--- src/shared/sbs_pkg.sv ---
// Shared constants for the servo burst sampler and its processor end.
package sbs_pkg;
	localparam int CLK_NS        = 8;
	// Servo window and strobe times, in ns, as documented.
	localparam int WINDOW_NS     = 600000;
	localparam int A_START_NS    = 300000;
	localparam int A_LEN_NS      = 75000;
	localparam int B_OFFSET_NS   = 112500;
	// Index one-shots.
	localparam int SETTLE_NS     = 20000;
	localparam int INDEX_NS      = 10000;
	localparam int SETTLE_CYC    = (SETTLE_NS + CLK_NS - 1) / CLK_NS;
	localparam int INDEX_CYC     = (INDEX_NS + CLK_NS - 1) / CLK_NS;
	// Slot clock from the processor: 15 ticks make one 37.5 us unit.
	localparam int TICK_NS       = 2500;
	localparam int TICK_CYC      = TICK_NS / CLK_NS;
	localparam int DIV_FIRST     = 5;
	localparam int DIV_SECOND    = 3;
	localparam int DIV_DECADE    = 10;
	localparam int UNIT_NS       = TICK_NS * DIV_FIRST * DIV_SECOND;
	// Decade stage decode: tap bit high at counts 8 and 9.
	localparam int DEC_TAP_BIT   = 3;
	localparam logic [3:0] DEC_B_COUNT = 4'h1;
	// Converter clock and least wait before reading a result.
	localparam int CONV_TICK_NS  = 80;
	localparam int CONV_TICK_CYC = CONV_TICK_NS / CLK_NS;
	localparam int CONV_WAIT     = 256;
	localparam int DATA_W        = 8;
	localparam logic [7:0] ZERO8 = 8'h00;
	localparam logic [2:0] HEAD_ZERO = 3'h0;
	// Processor sequencing states.
	typedef enum logic [2:0] {
		SBS_IDLE  = 3'b000,
		SBS_START = 3'b001,
		SBS_WAIT  = 3'b010,
		SBS_READ  = 3'b011,
		SBS_NEXT  = 3'b100,
		SBS_DONE  = 3'b101
	} sbs_state_t;
endpackage : sbs_pkg

--- src/shared/sbs_if.sv ---
// Link between the servo burst sampler and the drive processor.
`timescale 1ns/100ps
interface sbs_if;
	logic       slot_tick;
	logic       conv_tick;
	logic       conv_sel_b;
	logic       comp_en;
	logic       conv_start;
	logic [7:0] ramp_val;
	logic       conv_match;
	logic       index_irq_n;
	logic [2:0] head_req;

	modport dev (
		input  slot_tick, conv_tick, conv_sel_b, comp_en, conv_start,
		input  head_req,
		output ramp_val, conv_match, index_irq_n
	);
	modport proc (
		output slot_tick, conv_tick, conv_sel_b, comp_en, conv_start,
		output head_req,
		input  ramp_val, conv_match, index_irq_n
	);
endinterface : sbs_if

--- src/hw/sbs_one_shot.sv ---
// Retriggerable one-shot with a fixed length in clock cycles.
`timescale 1ns/100ps
module sbs_one_shot
#(
	parameter int CYCLES = 2
)
(
	input  wire logic clk,
	input  wire logic rst,
	input  wire logic trig,
	output logic      active,
	output logic      done
);
	localparam int CW = $clog2(CYCLES + 1);

	logic [CW-1:0] count_reg;

	// Refused at elaboration: a zero length would never start a pulse.
	if (CYCLES < 1)
	begin : g_bad_cycles
		$error("one-shot length must be at least one cycle");
	end

	// A trigger loads the full length; the pulse ends when it runs out.
	always_ff @(posedge clk)
	begin
		if (rst)
			count_reg <= '0;
		else if (trig)
			count_reg <= CW'(CYCLES);
		else if (count_reg != '0)
			count_reg <= count_reg - 1'b1;
	end

	assign active = (count_reg != '0);
	assign done   = (count_reg == CW'(1)) && !trig;
endmodule : sbs_one_shot

--- src/hw/sbs_device.sv ---
// Servo burst timing, index shaping, sample capture and ramp converter.
`timescale 1ns/100ps

// Overview of operation
// - all gating and sampling inside 600 us
// - host index only after both bursts
// - slot counter from raw index, gate then strobes
// - raw index clears flag, resets counters
// - after index, divide by five then three
// - decade stage: tap gives A, ten gives B
// - A strobe at 300 us for 75 us
// - B strobe 112.5 us after A
// - B end sets flag, starts 20 us delay
// - delay end gives 10 us host index
// - inverted index pulse interrupts the processor
// - flag set disables and discharges peak detector
// - each strobe loads its own hold channel
// - processor converts A, then B
// - start clears ramp counter driving 8-bit DAC
// - ramp counts while below sample, then holds
// - frozen count read through the read mux
// - processor compares A and B amplitudes
// - head forced to surface zero from raw index until B end
module sbs_device
	import sbs_pkg::*;
#(
	parameter int W = DATA_W
)
(
	input  wire logic         clk,
	input  wire logic         rst,
	sbs_if.dev                link,
	input  wire logic         raw_index,
	input  wire logic [W-1:0] read_level,
	output logic              host_index,
	output logic              index_level,
	output logic              peak_en,
	output logic              strobe_a,
	output logic              strobe_b,
	output logic [2:0]        head_sel,
	output logic [W-1:0]      peak_hold,
	output logic [W-1:0]      hold_a,
	output logic [W-1:0]      hold_b
);
	logic [2:0]   div5_reg;
	logic [1:0]   div3_reg;
	logic [3:0]   dec_reg;
	logic         ten_reg;
	logic         flag_reg;
	logic         strobe_b_dly_reg;
	logic [W-1:0] ramp_reg;
	logic [W-1:0] rd_reg;
	logic         match_reg;
	logic         div5_wrap;
	logic         div3_wrap;
	logic         dec_wrap;
	logic         b_end;
	logic         settle_done;
	logic         index_pulse;
	logic [W-1:0] sel_hold;

	// The timing chain must still fit the servo window at these rates.
	if (W != DATA_W)
	begin : g_bad_width
		$error("converter width must be eight bits");
	end
	if (UNIT_NS * 12 > WINDOW_NS)
	begin : g_bad_window
		$error("slot timing overruns the servo window");
	end

	assign div5_wrap = link.slot_tick && (div5_reg == 3'(DIV_FIRST - 1));
	assign div3_wrap = div5_wrap && (div3_reg == 2'(DIV_SECOND - 1));
	assign dec_wrap  = div3_wrap && (dec_reg == 4'(DIV_DECADE - 1));

	// Raw index holds every stage in reset; they run once it ends.
	always_ff @(posedge clk)
	begin
		if (rst || raw_index || flag_reg)
		begin
			div5_reg <= 3'h0;
			div3_reg <= 2'h0;
			dec_reg  <= 4'h0;
			ten_reg  <= 1'b0;
		end
		else
		begin
			if (link.slot_tick)
				div5_reg <= div5_wrap ? 3'h0 : div5_reg + 3'h1;
			if (div5_wrap)
				div3_reg <= div3_reg == 2'(DIV_SECOND - 1) ? 2'h0
				            : div3_reg + 2'h1;
			if (div3_wrap)
				dec_reg <= dec_wrap ? 4'h0 : dec_reg + 4'h1;
			if (dec_wrap)
				ten_reg <= 1'b1;
		end
	end

	// A follows the decade tap; B is one unit after the ten output.
	// A runs 300..375 us and B 412.5..450 us, well inside the window.
	assign strobe_a = !flag_reg && !raw_index && !ten_reg
	                  && dec_reg[DEC_TAP_BIT];
	assign strobe_b = !flag_reg && !raw_index && ten_reg
	                  && (dec_reg == DEC_B_COUNT);

	// Falling edge of the B strobe, seen one cycle late.
	always_ff @(posedge clk)
	begin
		if (rst || raw_index)
			strobe_b_dly_reg <= 1'b0;
		else
			strobe_b_dly_reg <= strobe_b;
	end

	assign b_end = strobe_b_dly_reg && !strobe_b;

	// Index flag: cleared by raw index, set at the end of the B strobe.
	// Raw index wins so a new revolution always restarts cleanly.
	always_ff @(posedge clk)
	begin
		if (rst)
			flag_reg <= 1'b1;
		else if (raw_index)
			flag_reg <= 1'b0;
		else if (b_end)
			flag_reg <= 1'b1;
	end

	assign index_level = flag_reg;
	assign peak_en     = !flag_reg;

	// Surface zero is forced from raw index until the flag sets at B end so servo can be read.
	always_ff @(posedge clk)
	begin
		if (rst)
			head_sel <= HEAD_ZERO;
		else if (!flag_reg || raw_index)
			head_sel <= HEAD_ZERO;
		else
			head_sel <= link.head_req;
	end

	// Peak detector: discharged while the flag is set, tracks when gated.
	always_ff @(posedge clk)
	begin
		if (rst || flag_reg)
			peak_hold <= ZERO8;
		else if (read_level > peak_hold)
			peak_hold <= read_level;
	end

	// Sample-holds follow the peak during their strobe and keep it after.
	always_ff @(posedge clk)
	begin
		if (rst)
		begin
			hold_a <= ZERO8;
			hold_b <= ZERO8;
		end
		else
		begin
			if (strobe_a)
				hold_a <= peak_hold;
			if (strobe_b)
				hold_b <= peak_hold;
		end
	end

	// The 20 us settle delay lets the forced head select release.
	sbs_one_shot #(
		.CYCLES (SETTLE_CYC)
	) u_settle (
		.clk    (clk),
		.rst    (rst),
		.trig   (b_end),
		.active (),
		.done   (settle_done)
	);

	// The 10 us pulse that the host sees as index.
	sbs_one_shot #(
		.CYCLES (INDEX_CYC)
	) u_index (
		.clk    (clk),
		.rst    (rst),
		.trig   (settle_done),
		.active (index_pulse),
		.done   ()
	);

	// Registered so the host line and interrupt carry no glitches.
	always_ff @(posedge clk)
	begin
		if (rst)
		begin
			host_index       <= 1'b0;
			link.index_irq_n <= 1'b1;
		end
		else
		begin
			host_index       <= index_pulse;
			link.index_irq_n <= !index_pulse;
		end
	end

	assign sel_hold = link.conv_sel_b ? hold_b : hold_a;

	// Ramp converter: start clears, then the comparator gates the ticks.
	// The ramp never wraps since it stops on reaching the held level.
	always_ff @(posedge clk)
	begin
		if (rst)
			ramp_reg <= ZERO8;
		else if (link.conv_start)
			ramp_reg <= ZERO8;
		else if (link.comp_en && link.conv_tick
		         && (ramp_reg < sel_hold))
			ramp_reg <= ramp_reg + 8'h01;
	end

	// Read multiplexer holds the frozen count for the processor.
	always_ff @(posedge clk)
	begin
		if (rst)
		begin
			rd_reg    <= ZERO8;
			match_reg <= 1'b0;
		end
		else
		begin
			rd_reg    <= ramp_reg;
			match_reg <= link.comp_en && !link.conv_start
			             && (ramp_reg >= sel_hold);
		end
	end

	assign link.ramp_val   = rd_reg;
	assign link.conv_match = match_reg;
endmodule : sbs_device

--- src/flat_wrapper.sv ---
// flat-port wrapper written by rule: the top's interface ports become plain ports
module sbs_device_flat import sbs_pkg::*;
#(
	parameter int W = DATA_W
)
  (clk, rst, raw_index, read_level, host_index, index_level, peak_en, strobe_a, strobe_b, head_sel, peak_hold, hold_a, hold_b, link_slot_tick, link_conv_tick, link_conv_sel_b, link_comp_en, link_conv_start, link_head_req, link_ramp_val, link_conv_match, link_index_irq_n);
  sbs_if link_i ();
  input  wire logic clk;
  input  wire logic rst;
  input  wire logic raw_index;
  input  wire logic [W-1:0] read_level;
  output logic host_index;
  output logic index_level;
  output logic peak_en;
  output logic strobe_a;
  output logic strobe_b;
  output logic [2:0] head_sel;
  output logic [W-1:0] peak_hold;
  output logic [W-1:0] hold_a;
  output logic [W-1:0] hold_b;
  input wire logic [$bits(link_i.slot_tick)-1:0] link_slot_tick;
  input wire logic [$bits(link_i.conv_tick)-1:0] link_conv_tick;
  input wire logic [$bits(link_i.conv_sel_b)-1:0] link_conv_sel_b;
  input wire logic [$bits(link_i.comp_en)-1:0] link_comp_en;
  input wire logic [$bits(link_i.conv_start)-1:0] link_conv_start;
  input wire logic [$bits(link_i.head_req)-1:0] link_head_req;
  output wire logic [$bits(link_i.ramp_val)-1:0] link_ramp_val;
  output wire logic [$bits(link_i.conv_match)-1:0] link_conv_match;
  output wire logic [$bits(link_i.index_irq_n)-1:0] link_index_irq_n;
  assign link_i.slot_tick = link_slot_tick;
  assign link_i.conv_tick = link_conv_tick;
  assign link_i.conv_sel_b = link_conv_sel_b;
  assign link_i.comp_en = link_comp_en;
  assign link_i.conv_start = link_conv_start;
  assign link_i.head_req = link_head_req;
  assign link_ramp_val = link_i.ramp_val;
  assign link_conv_match = link_i.conv_match;
  assign link_index_irq_n = link_i.index_irq_n;
  sbs_device #(.W(W)) u_core (.clk(clk), .rst(rst), .link(link_i), .raw_index(raw_index), .read_level(read_level), .host_index(host_index), .index_level(index_level), .peak_en(peak_en), .strobe_a(strobe_a), .strobe_b(strobe_b), .head_sel(head_sel), .peak_hold(peak_hold), .hold_a(hold_a), .hold_b(hold_b));
endmodule
--- config.mk ---
export PLATFORM = sky130hd
export DESIGN_NAME = sbs_device_flat
export DESIGN_NICKNAME = d
export VERILOG_FILES = /design/src/shared/sbs_pkg.sv /design/src/shared/sbs_if.sv /design/src/hw/sbs_one_shot.sv /design/src/hw/sbs_device.sv /design/src/flat_wrapper.sv
export SDC_FILE = /design/constraint.sdc
export NUM_CORES = 1
export LEC_CHECK = 0
export ABC_CLOCK_PERIOD_IN_PS = 5800
export BUFFER_PORTS_ARGS = -buffer_cell sky130_fd_sc_hd__buf_4
export CORE_MARGIN = 2
export CORE_UTILIZATION = 61
export DETAILED_ROUTE_END_ITERATION = 12
export PLACE_DENSITY_LB_ADDON = 0.1
export SETUP_SLACK_MARGIN = 0.1
export SLEW_MARGIN = 20
export SYNTH_ARGS = -nofsm -noshare
export SYNTH_HDL_FRONTEND = slang
export SYNTH_HIERARCHICAL = 1
export SYNTH_SLANG_ARGS = --single-unit
--- constraint.sdc ---
create_clock -name clk -period 5.8 [get_ports clk]
set_input_delay 1.16 -clock clk [delete_from_list [all_inputs] [get_ports clk]]
set_output_delay 1.16 -clock clk [all_outputs]
set_load 0.02 [all_outputs]
==> flow_summary.yaml <==
sta:
  slew_headroom_pct: 49.2
  hold_violations: 0
  post-route-period-util_pct: 58.3
  worstMarginPinSlew_ns: 0.759
  final.setup.tns_ns: 0
  setup_viol: 0
  drv_slew: 0
  grt_setup_unrepaired: "no"
  fin_worst_skew_ns: 0.00970
  fmax_ghz: 0.296
  min_period_ns: 3.38
placement:
  place_hpwl_um: 6090
  gp_congestion: 0.841
  place_inst: 553
  io_buffers: 60
route:
  first_pass_iters: 4
  via_per_inst: 5.80
  drtAntennaViolNets: 0
  remaining_drc_errors: 0
  wire_per_inst_um: 14.6
  routed_wl_um: 8300
  vias: 3297
  first_iter_violations: 131
final_layout:
  areaGrowthSynthToFinish_pct: 17.5
  layout-drive-gt1-share_pct: 21.2
  largest_register_ffs: 12
  fillers: 505
  multi_input_area_mm2: 0.00211
  layout.nets: 531
  instances_no_fill: 568
  diodes: 0
  seqCellArea_mm2: 0.00162
logic_synthesis:
  synth_area_mm2: 0.00389
  syn_area_per_cell_um2: 9.07
  yosysWarnings: 6
  netlist_instances: 429
  synthesis.nets: 473
floorplan:
  ios: 61
  row_count: 29
  dieArea_mm2: 0.00703
  dieHeight_um: 83.9
  coreArea_mm2: 0.00624
  die_w_um: 83.9
  initial_utilization_pct: 62.3
clock_network:
  cts_setup_buffers: 0
  cts_buffer_depth: 2
  clk_latency_ns: 0.35
  root_buffer: "clkbuf_8"
  ctsHtreeMaxLevel: 3
  post_cts_resize_count: 0
  clkTransAtPathRegs_ns: 0.07
  postCtsHoldBufs: 0
  numClockSinks: 81
  cts_tree: "done"
  cts_buffers: 9
power_and_ir_drop:
  p_per_area_mw_per_mm2: 377
  p_sw_share_pct: 34.4
  power.switching_w: 0.000592
  power_frac_clock_pct: 24.3
  seq_power_share_pct: 41.9
  combPwrFrac_pct: 33.8
  p_leak_nw: 1.85
  intPower_w: 0.00113
  ir_drop_v: 0.000272
global_routing:
  grt_util_all_layers_pct: 24.6
  gr-total-overflow: 0
  grt_pass1_vias: 3122
  grt_pass1_wl_um: 14100
  antenna_found_initial: 0
  grt_max_degree: 49
worst_setup_path:
  worstPathRequired_ns: 4.64
  crit_type: "in -> out"
  endpoint_kind: "output port"
  path_max_fanout: 11
  critPathArrivalTime_ns: 2.22
  rrSetupSlack_ns: 3.02
  cp-start-kind: "input pin"
min_path:
  min_path_type: "reg -> reg"
outcome:
  outcome: "finished clean"
run:
  cap_violations: 0
-- worst paths after layout --
kind	cells after the start	start	end
max reg2reg	8	u_core/dec_reg[0]$_SDFFE_PP0P_	u_core/u_index/count_reg[1]$_SDFFE_PP0P_
max	5	raw_index	strobe_b
min reg2reg	2	u_core/hold_a[0]$_SDFFE_PP0P_	u_core/hold_a[0]$_SDFFE_PP0P_
min	2	u_core/hold_a[0]$_SDFFE_PP0P_	u_core/hold_a[0]$_SDFFE_PP0P_
-- metrics by stage --
step,instance area (µm²),total power [W],utilization (%),hold slack [ns],setup slack (ns)
floorplan,3890,0.00119,-,0.450,2.64
finish,4570,0.00172,73.3,0.479,2.42
global route,4570,0.00184,73.3,0.520,2.27
global placement,4370,0.00129,70.0,0.470,2.43
CTS,4570,0.00173,73.3,0.479,2.41
detailed placement,4370,0.00131,70.0,0.468,2.38
-- per-layer routing --
metal / global-route usage (%) / vias up / part of all wire, %
li1: - / 1661 / -
met1: 29.8 / 1517 / 43
met2: 41.6 / 100 / 49
met3: 6.53 / 19 / 5.1
met4: 9.97 / 0 / 2.2
met5: 0 / - / 0
-- cell usage in the layout, fill, tap and decap left out, types with 3 or more instances in the layout --
cell / count
nand3_1: 8
buf_4: 60
nor3_1: 10
or4_1: 7
nor2b_1: 10
nand2_1: 47
nor4_1: 5
nand3b_1: 3
clkbuf_8: 11
nand2b_1: 4
inv_1: 23
o21ai_1: 5
dfxtp_1: 81
o31ai_1: 6
ha_1: 25
and2_1: 4
xnor2_1: 7
mux2i_1: 11
a31oi_1: 10
nand4_1: 9
nor2_1: 28
or3_1: 7
o21ai_0: 4
a22o_1: 8
or3_2: 4
and3_1: 4
a21oi_1: 39
clkinvlp_4: 3
or2_2: 4
o211ai_1: 3
-- critical path, stage by stage --
cell and delay, ns:
buf_4 0.13, nor2_1 0.12, nand4b_1 0.37, inv_2 0.26, buf_4 0.18
-- area by class of cell --
cell class | count | area share [%]
clock buffer | 11 | 3.31
timing repair buffer | 60 | 9.85
sequential | 81 | 35.5
tap | 77 | 2.11
multi-input combinational | 310 | 46.1
inverter | 25 | 2.05
clock inverter | 4 | 1.15
-- power by group through the flow --
stage                     registers (W)  logic (W)  clock network [W]
after floorplan                0.000722   0.000470                  0
after global placement         0.000729   0.000562                  0
after detailed placement       0.000732   0.000583                  0
after CTS                      0.000720   0.000585           0.000426
after global routing           0.000735   0.000652           0.000452
final                          0.000721   0.000583           0.000418
No activity file was read; power rests on OpenSTA's default activity.
